==> src/include/pzd_pkg.sv <==
// Package for the PLL zero-delay and status register slice.
// Assumes a 32-bit AXI4-Lite bus; each register takes one aligned word.
package pzd_pkg;

  // ==========================================================================
  // Register indices and byte addresses (byte address is four times index)
  localparam int ADDR_W = 12;
  localparam logic [7:0] THR_IDX = 8'h1a;
  localparam logic [7:0] STC_IDX = 8'h1d;
  localparam logic [7:0] ZDC_IDX = 8'h1e;
  localparam logic [7:0] STS_IDX = 8'h1f;
  localparam logic [ADDR_W-1:0] THR_ADDR = {2'h0, THR_IDX, 2'h0};
  localparam logic [ADDR_W-1:0] STC_ADDR = {2'h0, STC_IDX, 2'h0};
  localparam logic [ADDR_W-1:0] ZDC_ADDR = {2'h0, ZDC_IDX, 2'h0};
  localparam logic [ADDR_W-1:0] STS_ADDR = {2'h0, STS_IDX, 2'h0};

  // ==========================================================================
  // Field positions
  localparam int ZDC_EN_BIT = 1;
  localparam int ZDC_EXT_BIT = 2;
  localparam int ZDC_DIV_LO = 3;
  localparam int ZDC_DIV_HI = 4;
  localparam int STC_FREEZE_BIT = 4;
  localparam int THR_SEL_BIT = 6;
  localparam int STS_LOCK_BIT = 0;
  localparam int STS_REFERENCE_INPUT_ONE_BIT = 1;
  localparam int STS_REFERENCE_INPUT_TWO_BIT = 2;
  localparam int STS_VCO_BIT = 3;
  localparam int STS_REFSEL_BIT = 4;
  localparam int STS_HOLD_BIT = 5;
  localparam int STS_CAL_BIT = 6;
  localparam int STS_TOP_BIT = 7;
  localparam int STS_W = 7;

  // ==========================================================================
  // Writable masks and reset values
  localparam logic [7:0] ZDC_MASK = 8'h1e;
  localparam logic [7:0] STC_MASK = 8'h10;
  localparam logic [7:0] THR_MASK = 8'h40;
  localparam logic [7:0] REG_RESET = 8'h00;

  // ==========================================================================
  // AXI responses
  localparam logic [1:0] RESP_OKAY = 2'h0;
  localparam logic [1:0] RESP_SLVERR = 2'h2;

endpackage

==> src/hw/pzd_regs.sv <==
// AXI4-Lite register slice: zero-delay control and PLL status readback.
// Assumes status levels arrive from analog monitors on other clocks.
//
// Notes on behaviour
// - zero-delay enable lives at control bit 1
// - control bit 2 picks external feedback mode
// - status bit 6 shows VCO calibration done
// - status bit 5 shows actual holdover state
// - status bit 4 shows reference two selected
// - status bit 3 shows VCO above threshold
// - status bit 2 shows reference two above threshold
// - status bit 1 shows reference one above threshold
// - status bit 0 shows digital lock detect
// - readback-disable bit freezes status register updates
// - control bits 4:3 pick feedback channel divider
//
// The AXI4-Lite register port was left to the implementer.
`timescale 1ns/100ps
module pzd_regs (
  input wire logic ref_clk_in, // 200 MHz clock
  input wire logic rst_in, // Async reset, active high
  // AXI4-Lite slave
  input wire logic [pzd_pkg::ADDR_W-1:0] s_axi_awaddr_in, // Write address
  input wire logic s_axi_awvalid_in, // Write address valid
  output logic s_axi_awready_out, // Write address ready
  input wire logic [31:0] s_axi_wdata_in, // Write data
  input wire logic [3:0] s_axi_wstrb_in, // Write strobes
  input wire logic s_axi_wvalid_in, // Write data valid
  output logic s_axi_wready_out, // Write data ready
  output logic [1:0] s_axi_bresp_out, // Write response
  output logic s_axi_bvalid_out, // Write response valid
  input wire logic s_axi_bready_in, // Write response ready
  input wire logic [pzd_pkg::ADDR_W-1:0] s_axi_araddr_in, // Read address
  input wire logic s_axi_arvalid_in, // Read address valid
  output logic s_axi_arready_out, // Read address ready
  output logic [31:0] s_axi_rdata_out, // Read data
  output logic [1:0] s_axi_rresp_out, // Read response
  output logic s_axi_rvalid_out, // Read data valid
  input wire logic s_axi_rready_in, // Read data ready
  // Status sources
  input wire logic cal_done_in, // VCO calibration finished
  input wire logic holdover_active_in, // PLL in holdover state
  input wire logic ref_two_selected_in, // Reference two feeds PLL
  input wire logic vco_above_in, // VCO above threshold
  input wire logic ref_two_above_in, // Reference two above threshold
  input wire logic ref_one_above_in, // Reference one above threshold
  input wire logic lock_detect_in, // Digital lock detect
  // Controls to the PLL
  output logic zero_delay_enable_out, // Zero-delay function on
  output logic zero_delay_external_out, // External feedback in effect
  output logic [1:0] feedback_divider_sel_out, // Feedback channel divider
  output logic threshold_sel_out // Reference monitor threshold select
);

  // ==========================================================================
  // Address decode, one-hot {sts, zdc, stc, thr}
  function automatic logic [3:0] reg_sel(
    input logic [pzd_pkg::ADDR_W-1:0] addr
  );
    reg_sel = {addr == pzd_pkg::STS_ADDR, addr == pzd_pkg::ZDC_ADDR,
               addr == pzd_pkg::STC_ADDR, addr == pzd_pkg::THR_ADDR};
  endfunction

  logic [pzd_pkg::ADDR_W-1:0] awaddr_ff;
  logic [31:0] wdata_ff;
  logic [3:0] wstrb_ff;
  logic aw_held_ff;
  logic w_held_ff;
  logic awready_ff;
  logic wready_ff;
  logic bvalid_ff;
  logic [1:0] bresp_ff;
  logic arready_ff;
  logic rvalid_ff;
  logic [31:0] rdata_ff;
  logic [1:0] rresp_ff;
  logic [7:0] zdc_ff;
  logic [7:0] stc_ff;
  logic [7:0] thr_ff;
  logic [7:0] sts_ff;
  logic ext_mode_ff;
  logic [pzd_pkg::STS_W-1:0] status_sync;

  // ==========================================================================
  // Status synchronisers
  pzd_sync #(
    .W(pzd_pkg::STS_W)
  ) u_sync (
    .ref_clk_in(ref_clk_in),
    .rst_in(rst_in),
    .async_in({cal_done_in, holdover_active_in,
               ref_two_selected_in, vco_above_in,
               ref_two_above_in, ref_one_above_in,
               lock_detect_in}),
    .sync_out(status_sync)
  );

  // ==========================================================================
  // Write channel decode
  wire aw_take = s_axi_awvalid_in & awready_ff;
  wire w_take = s_axi_wvalid_in & wready_ff;
  wire b_done = bvalid_ff & s_axi_bready_in;
  wire do_write = aw_held_ff & w_held_ff & ~bvalid_ff;
  wire [3:0] wsel = reg_sel(awaddr_ff);
  wire lane0 = wstrb_ff[0];
  wire wr_thr = do_write & wsel[0] & lane0;
  wire wr_stc = do_write & wsel[1] & lane0;
  wire wr_zdc = do_write & wsel[2] & lane0;
  wire wr_mapped = |wsel;
  wire nxt_aw_held = (aw_held_ff | aw_take) & ~do_write;
  wire nxt_w_held = (w_held_ff | w_take) & ~do_write;
  wire nxt_bvalid = (bvalid_ff & ~b_done) | do_write;
  // Hold further writes off until the response has been taken
  wire nxt_awready = ~nxt_aw_held & ~nxt_bvalid;
  wire nxt_wready = ~nxt_w_held & ~nxt_bvalid;

  // Writes to status fall through harmlessly with OKAY
  wire [1:0] nxt_bresp = wr_mapped ? pzd_pkg::RESP_OKAY :
                         pzd_pkg::RESP_SLVERR;

  // ==========================================================================
  // Write address and data capture, in either order
  always_ff @(posedge ref_clk_in or posedge rst_in) begin
    if (rst_in) begin
      awaddr_ff <= '0;
      wdata_ff <= 32'h0000_0000;
      wstrb_ff <= 4'h0;
    end else begin
      if (aw_take) begin
        awaddr_ff <= s_axi_awaddr_in;
      end
      if (w_take) begin
        wdata_ff <= s_axi_wdata_in;
        wstrb_ff <= s_axi_wstrb_in;
      end
    end
  end

  // Write handshake state
  always_ff @(posedge ref_clk_in or posedge rst_in) begin
    if (rst_in) begin
      aw_held_ff <= 1'b0;
      w_held_ff <= 1'b0;
      awready_ff <= 1'b0;
      wready_ff <= 1'b0;
      bvalid_ff <= 1'b0;
      bresp_ff <= pzd_pkg::RESP_OKAY;
    end else begin
      aw_held_ff <= nxt_aw_held;
      w_held_ff <= nxt_w_held;
      awready_ff <= nxt_awready;
      wready_ff <= nxt_wready;
      bvalid_ff <= nxt_bvalid;
      if (do_write) begin
        bresp_ff <= nxt_bresp;
      end
    end
  end

  // ==========================================================================
  // Control registers; unused bits are masked away
  wire [7:0] wbyte = wdata_ff[7:0];
  wire [7:0] nxt_zdc = wr_zdc ? (wbyte & pzd_pkg::ZDC_MASK) : zdc_ff;
  wire [7:0] nxt_stc = wr_stc ? (wbyte & pzd_pkg::STC_MASK) : stc_ff;
  wire [7:0] nxt_thr = wr_thr ? (wbyte & pzd_pkg::THR_MASK) : thr_ff;
  // External mode counts only while zero delay is enabled
  wire nxt_ext_mode = nxt_zdc[pzd_pkg::ZDC_EN_BIT] &
                      nxt_zdc[pzd_pkg::ZDC_EXT_BIT];

  always_ff @(posedge ref_clk_in or posedge rst_in) begin
    if (rst_in) begin
      zdc_ff <= pzd_pkg::REG_RESET;
      stc_ff <= pzd_pkg::REG_RESET;
      thr_ff <= pzd_pkg::REG_RESET;
      ext_mode_ff <= 1'b0;
    end else begin
      zdc_ff <= nxt_zdc;
      stc_ff <= nxt_stc;
      thr_ff <= nxt_thr;
      ext_mode_ff <= nxt_ext_mode;
    end
  end

  // ==========================================================================
  // Status capture; freezing gives software a coherent snapshot
  wire freeze = stc_ff[pzd_pkg::STC_FREEZE_BIT];
  wire [7:0] nxt_sts = freeze ? sts_ff : {1'b0, status_sync};

  always_ff @(posedge ref_clk_in or posedge rst_in) begin
    if (rst_in) begin
      sts_ff <= pzd_pkg::REG_RESET;
    end else begin
      sts_ff <= nxt_sts;
    end
  end

  // ==========================================================================
  // Read channel
  wire ar_take = s_axi_arvalid_in & arready_ff;
  wire r_done = rvalid_ff & s_axi_rready_in;
  wire [3:0] rsel = reg_sel(s_axi_araddr_in);
  wire [7:0] rbyte = ({8{rsel[0]}} & thr_ff) | ({8{rsel[1]}} & stc_ff) |
                     ({8{rsel[2]}} & zdc_ff) | ({8{rsel[3]}} & sts_ff);
  wire [1:0] nxt_rresp = (|rsel) ? pzd_pkg::RESP_OKAY :
                         pzd_pkg::RESP_SLVERR;

  always_ff @(posedge ref_clk_in or posedge rst_in) begin
    if (rst_in) begin
      arready_ff <= 1'b0;
      rvalid_ff <= 1'b0;
      rdata_ff <= 32'h0000_0000;
      rresp_ff <= pzd_pkg::RESP_OKAY;
    end else begin
      arready_ff <= ~((rvalid_ff & ~r_done) | ar_take);
      rvalid_ff <= (rvalid_ff & ~r_done) | ar_take;
      if (ar_take) begin
        rdata_ff <= {24'h00_0000, rbyte};
        rresp_ff <= nxt_rresp;
      end
    end
  end

  // ==========================================================================
  // Output drive
  assign s_axi_awready_out = awready_ff;
  assign s_axi_wready_out = wready_ff;
  assign s_axi_bvalid_out = bvalid_ff;
  assign s_axi_bresp_out = bresp_ff;
  assign s_axi_arready_out = arready_ff;
  assign s_axi_rvalid_out = rvalid_ff;
  assign s_axi_rdata_out = rdata_ff;
  assign s_axi_rresp_out = rresp_ff;
  assign zero_delay_enable_out = zdc_ff[pzd_pkg::ZDC_EN_BIT];
  assign zero_delay_external_out = ext_mode_ff;
  assign feedback_divider_sel_out =
    zdc_ff[pzd_pkg::ZDC_DIV_HI:pzd_pkg::ZDC_DIV_LO];
  assign threshold_sel_out = thr_ff[pzd_pkg::THR_SEL_BIT];

  // ==========================================================================
  // Checks
  AST_ZD_ENABLE: assert property (@(posedge ref_clk_in)
    disable iff (rst_in)
    wr_zdc |=> zero_delay_enable_out == $past(wbyte[pzd_pkg::ZDC_EN_BIT]))
    else $error("zero-delay enable did not follow write");

  AST_ZD_EXT: assert property (@(posedge ref_clk_in)
    disable iff (rst_in)
    wr_zdc |=> zero_delay_external_out ==
      $past(wbyte[pzd_pkg::ZDC_EN_BIT] & wbyte[pzd_pkg::ZDC_EXT_BIT]))
    else $error("external mode not gated by enable");

  AST_DIV_SEL: assert property (@(posedge ref_clk_in)
    disable iff (rst_in)
    wr_zdc |=> feedback_divider_sel_out ==
      $past(wbyte[pzd_pkg::ZDC_DIV_HI:pzd_pkg::ZDC_DIV_LO]))
    else $error("divider select did not follow write");

  AST_STS_CAL: assert property (@(posedge ref_clk_in)
    disable iff (rst_in)
    !freeze |=> sts_ff[pzd_pkg::STS_CAL_BIT] ==
      $past(status_sync[pzd_pkg::STS_CAL_BIT]))
    else $error("calibration status not tracked");

  AST_STS_HOLD: assert property (@(posedge ref_clk_in)
    disable iff (rst_in)
    !freeze |=> sts_ff[pzd_pkg::STS_HOLD_BIT] ==
      $past(status_sync[pzd_pkg::STS_HOLD_BIT]))
    else $error("holdover status not tracked");

  AST_STS_REFSEL: assert property (@(posedge ref_clk_in)
    disable iff (rst_in)
    !freeze |=> sts_ff[pzd_pkg::STS_REFSEL_BIT] ==
      $past(status_sync[pzd_pkg::STS_REFSEL_BIT]))
    else $error("reference select status not tracked");

  AST_STS_VCO: assert property (@(posedge ref_clk_in)
    disable iff (rst_in)
    !freeze |=> sts_ff[pzd_pkg::STS_VCO_BIT] ==
      $past(status_sync[pzd_pkg::STS_VCO_BIT]))
    else $error("VCO threshold status not tracked");

  AST_STS_REFERENCE_INPUT_TWO: assert property (@(posedge ref_clk_in)
    disable iff (rst_in)
    !freeze |=> sts_ff[pzd_pkg::STS_REFERENCE_INPUT_TWO_BIT] ==
      $past(status_sync[pzd_pkg::STS_REFERENCE_INPUT_TWO_BIT]))
    else $error("reference two threshold not tracked");

  AST_STS_REFERENCE_INPUT_ONE: assert property (@(posedge ref_clk_in)
    disable iff (rst_in)
    !freeze |=> sts_ff[pzd_pkg::STS_REFERENCE_INPUT_ONE_BIT] ==
      $past(status_sync[pzd_pkg::STS_REFERENCE_INPUT_ONE_BIT]))
    else $error("reference one threshold not tracked");

  AST_STS_LOCK: assert property (@(posedge ref_clk_in)
    disable iff (rst_in)
    !freeze |=> sts_ff[pzd_pkg::STS_LOCK_BIT] ==
      $past(status_sync[pzd_pkg::STS_LOCK_BIT]))
    else $error("lock detect not tracked");

  AST_FREEZE: assert property (@(posedge ref_clk_in)
    disable iff (rst_in)
    freeze |=> $stable(sts_ff))
    else $error("status changed while frozen");

  AST_UNUSED_ZERO: assert property (@(posedge ref_clk_in)
    disable iff (rst_in)
    rvalid_ff |-> rdata_ff[31:8] == 24'h00_0000 &&
      !sts_ff[pzd_pkg::STS_TOP_BIT] && !zdc_ff[0])
    else $error("unused bits read nonzero");

  AST_B_TIMING: assert property (@(posedge ref_clk_in) disable iff (rst_in)
    aw_held_ff && w_held_ff && !bvalid_ff |=> bvalid_ff)
    else $error("write response late");

endmodule // pzd_regs

==> src/hw/pzd_sync.sv <==
// Two-flop synchroniser for a vector of independent levels.
// Assumes each bit is a slow level; bits are not coherent with each other.
`timescale 1ns/100ps
module pzd_sync #(
  parameter int W = 7
) (
  input wire logic ref_clk_in, // System clock
  input wire logic rst_in, // Async reset, active high
  input wire logic [W-1:0] async_in, // Levels from outside the domain
  output logic [W-1:0] sync_out // Synchronised levels
);

  logic [W-1:0] meta_ff;
  logic [W-1:0] sync_ff;

  // ==========================================================================
  // Stage one is read only by stage two
  always_ff @(posedge ref_clk_in or posedge rst_in) begin
    if (rst_in) begin
      meta_ff <= '0;
      sync_ff <= '0;
    end else begin
      meta_ff <= async_in;
      sync_ff <= meta_ff;
    end
  end

  assign sync_out = sync_ff;

endmodule // pzd_sync

==> config.mk <==
export PLATFORM = sky130hd
export DESIGN_NAME = pzd_regs
export DESIGN_NICKNAME = d
export VERILOG_FILES = /design/src/include/pzd_pkg.sv /design/src/hw/pzd_regs.sv /design/src/hw/pzd_sync.sv
export SDC_FILE = /design/constraint.sdc
export NUM_CORES = 1
export LEC_CHECK = 0
export BUFFER_PORTS_ARGS = -buffer_cell sky130_fd_sc_hd__clkbuf_2
export CAP_MARGIN = 5
export CORE_ASPECT_RATIO = 1.5
export CORE_MARGIN = 5
export CORE_UTILIZATION = 45
export CTS_CLUSTER_DIAMETER = 150
export DETAILED_ROUTE_END_ITERATION = 10
export PLACE_DENSITY_LB_ADDON = 0.2
export REMOVE_ABC_BUFFERS = 1
export SLEW_MARGIN = 15
export SYNTH_ARGS = -nofsm -noshare
export SYNTH_HDL_FRONTEND = slang
export SYNTH_HIERARCHICAL = 1
export SYNTH_SLANG_ARGS = --single-unit
==> constraint.sdc <==
create_clock -name ref_clk_in -period 1.65 [get_ports ref_clk_in]
set_clock_uncertainty 0.1 [all_clocks]
set_input_delay 0.0825 -clock ref_clk_in [delete_from_list [all_inputs] [get_ports ref_clk_in]]
set_output_delay 0.0825 -clock ref_clk_in [all_outputs]
set_load 0.01 [all_outputs]
==> impl_results.md <==
- FP Rows: 33
- Gpl congestion: about 0.77
- Final worst slack: approximately 0.073 ns
- H-tree levels: 3
- TritonCTS Buffers: 9
- Synth Cell Area: about 0.0025 mm2
- Final Slew Violations: 0
- Worst skew pair latency: around 0.34 ns
- Most frequent cells in the layout: 62 x dfrtp_1, 62 x clkbuf_2, 38 x dlygate4sd3_1, 31 x mux2_2, 27 x conb_1
- Largest net degree at the start of global routing: 28
- Post-Place Cells: ~320
- Post-synthesis sequential area ratio: 0.612
- CP max stage cell: dfrtp_1
- P&R area growth vs syn: 35.8%
- Min Tclk post-route: 1.58 ns
- Initial antenna violation count: 0
- Net Sw Frac: 0.257
- Via-to-Cell Ratio: roughly 4.5
- Buffers & Inverters on Critical Path: 0
- Critical Path Max Stage Delay: between 0.3 and 0.4 ns
- Share of layout cells above drive strength 1: 0.391
- Setup TNS Final: 0 ns
- Hold Crit Class: in2reg
- Port-buffer cells: between 60 and 70
- Vias: around 1700
- First-pass GRT wire length: about 7.9 mm
- Slew @ Worst Pin: ~0.5 ns
- Max-cap violation count: 0
- Routed Antenna Nets: 0
- Die area: 0.00726 mm2
- Worst-path cell chain: and4bb_2 > and4_4 > nand4_4 > mux2_2
- Logic pwr share: 0.189
- Top Ports: between 100 and 150
- CP delay by family, top: simple AND/OR/NAND/NOR gates
- Mean Syn Cell Area: around 13 um2
- Pre-CTS setup slack: 0.0556 ns
- Clk Tree Root Cell: clkbuf_8
- Final hold vios: 0
- # setup viols final: 0
- Sw Pwr: about 1100 uW
- DR WL/cell: about 12 um
- DRC viols: 0
- Critical Path AT: between 1.5 and 2 ns
- Clock share of power: 0.330
- Largest fanout on the critical path: 5
- Slew headroom: 0.667
- Worst vdd ir: about 950 uV
- Seq cells post-synth: 62
- Starting Density: 0.462
- Die W: 71.3 um
- Final nets: between 300 and 400
- Gr ovfl total: 0
- Final wirelength: 4.71 mm
- Critical Path Source Type: flop
- HPWL Detailed: 3.41 mm
- RSZ-0062 raised after global routing: no
- Post-Layout Cell Count: 377
- First-pass DRT Iterations: 4
- Final period utilization: 0.955
- P_int: 3150 uW
- Die height: between 100 and 150 um
- Leak: roughly 0.0017 uW
- Synth unique cells: 29
- Number of diodes: 0
- Worst-path clk slew: 0.07 ns
- Pwr Density: approximately 1200 mW/mm2
- Critical path endpoint category: flop
- Clk sinks: 62
- Fraction of power consumed by sequential logic: 0.481
- Max Freq: between 600 and 700 MHz
- Starting DRC count in detailed routing: 57
- Post-CTS Resized: 0
- CTS tree: done
- Setup CP Type: reg2reg
- CP Data Required Time: around 1.8 ns
- Total core area: 0.00549 mm2
- Ys Warns: 6
- Vias in the first global route: ~1800
- Status: finished, final reports clean
- Total Routing Usage GR: 0.144
- Cells after Synth: approximately 190
- Max Root-Sink Buffers: 2
per-stage QoR:
stage | power (uW) | hold WS [ns] | util | instance area, um2
after floorplan | 2550 | -0.128 | - | 2400
after global placement | 2780 | 0.0329 | 0.516 | 2830
after detailed placement | 2810 | 0.0406 | 0.516 | 2830
after CTS | 4300 | 0.00213 | 0.624 | 3430
after global routing | 4500 | 0.0217 | 0.627 | 3440
final | 4240 | 0.00541 | 0.627 | 3440
per-layer routing:
metal | share of wire | global-route usage | vias to the layer above
li1 | - | - | 824
met1 | 0.36 | 0.145 | 787
met2 | 0.53 | 0.258 | 66
met3 | 0.078 | 0.0344 | 10
met4 | 0.031 | 0.0999 | 0
met5 | 0 | 0 | -
logic make-up after synthesis:
group           synth area share
other cells              0.00148
compound gates            0.0370
buf+inv                   0.0987
flops                      0.612
mux                        0.157
simple gates              0.0933
flip-flops by register name, summed over array words and instances, names as in the netlist, 4 cells and up:
register	count
awaddr_ff	12
sts_ff	7
s_axi_rdata_out	7
u_sync/meta_ff	7
wdata_ff	5
u_sync/sync_out	7
zdc_ff	4
final timing paths:
| path | slack, ns | endpoint | cells past startpoint | start |
|---|---|---|---|---|
| setup / recovery | 0.07 | zdc_ff[2] | 4 | awaddr_ff[7] |
| hold / removal | 0.005 | s_axi_rdata_out[6] | 4 | s_axi_araddr_in[11] |
| setup reg to reg | 0.07 | zdc_ff[2] | 4 | awaddr_ff[7] |
| hold reg to reg | 0.25 | u_sync/sync_out[3] | 0 | u_sync/meta_ff[3] |
| max in group asynchronous | 0.75 | zero_delay_external_out | 4 | rst_in |
| min in group asynchronous | 0.20 | awaddr_ff[7] | 3 | rst_in |
power by group through the flow:
stage / Clock [uW] / Combinational, uW / Sequential (uW)
6_report: 1400 / 802 / 2040
5_1_grt: 1520 / 896 / 2090
4_1_cts: 1440 / 816 / 2040
3_5_place_dp: 0 / 741 / 2070
3_3_place_gp: 0 / 723 / 2060
2_1_floorplan: 0 / 516 / 2040
worst min-delay path, delay by kind of cell:
kind / cells / cell delay [ns]
and+or+nand+nor: 2 / 0.15
buffers and inverters: 1 / 0.08
AOI/OAI and AO/OA: 1 / 0.08
cell type report:
class / instances / area (um2)
fill: 430 / 2050
clock buffer: 9 / 124
clock inverter: 7 / 88.8
tap: 70 / 87.6
sequential: 62 / 1550
inverter: 5 / 18.8
multi-input combinational: 119 / 831
timing repair buffer: 105 / 741
Yosys cell counts:
| master | instances | share of area |
|---|---|---|
| a21oi_1 | 5 | 0.0099 |
| a22o_1 | 2 | 0.0069 |
| a31oi_1 | 1 | 0.0025 |
| a32o_1 | 1 | 0.0039 |
| and3_1 | 1 | 0.0025 |
| and3b_2 | 1 | 0.0039 |
| and4_4 | 1 | 0.0044 |
| and4bb_2 | 1 | 0.0049 |
| buf_2 | 2 | 0.0039 |
| buf_4 | 29 | 0.086 |
| clkbuf_1 | 1 | 0.0015 |
| conb_1 | 1 | 0.0015 |
| dfrtp_1 | 62 | 0.61 |
| inv_1 | 5 | 0.0074 |
| mux2_2 | 31 | 0.14 |
| mux2i_1 | 5 | 0.020 |
| nand2_1 | 12 | 0.018 |
| nand2b_1 | 1 | 0.0025 |
| nand3_1 | 4 | 0.0079 |
| nand4_1 | 1 | 0.0025 |
| nand4_4 | 1 | 0.0084 |
| nor2_1 | 7 | 0.010 |
| nor2b_1 | 3 | 0.0074 |
| nor3_1 | 1 | 0.0020 |
| nor3b_1 | 3 | 0.0089 |
| nor4b_1 | 1 | 0.0035 |
| nor4bb_1 | 1 | 0.0039 |
| o21ai_0 | 7 | 0.014 |
| or2_2 | 1 | 0.0025 |
repair_timing:
item | CTS | global route
hold buffers | 38 | 0
buffers inserted | 0 | 2
endpoints found under the setup margin | 0 | 3
hold endpoints to repair | 72 | 0
(Power assumes the default switching activity.)
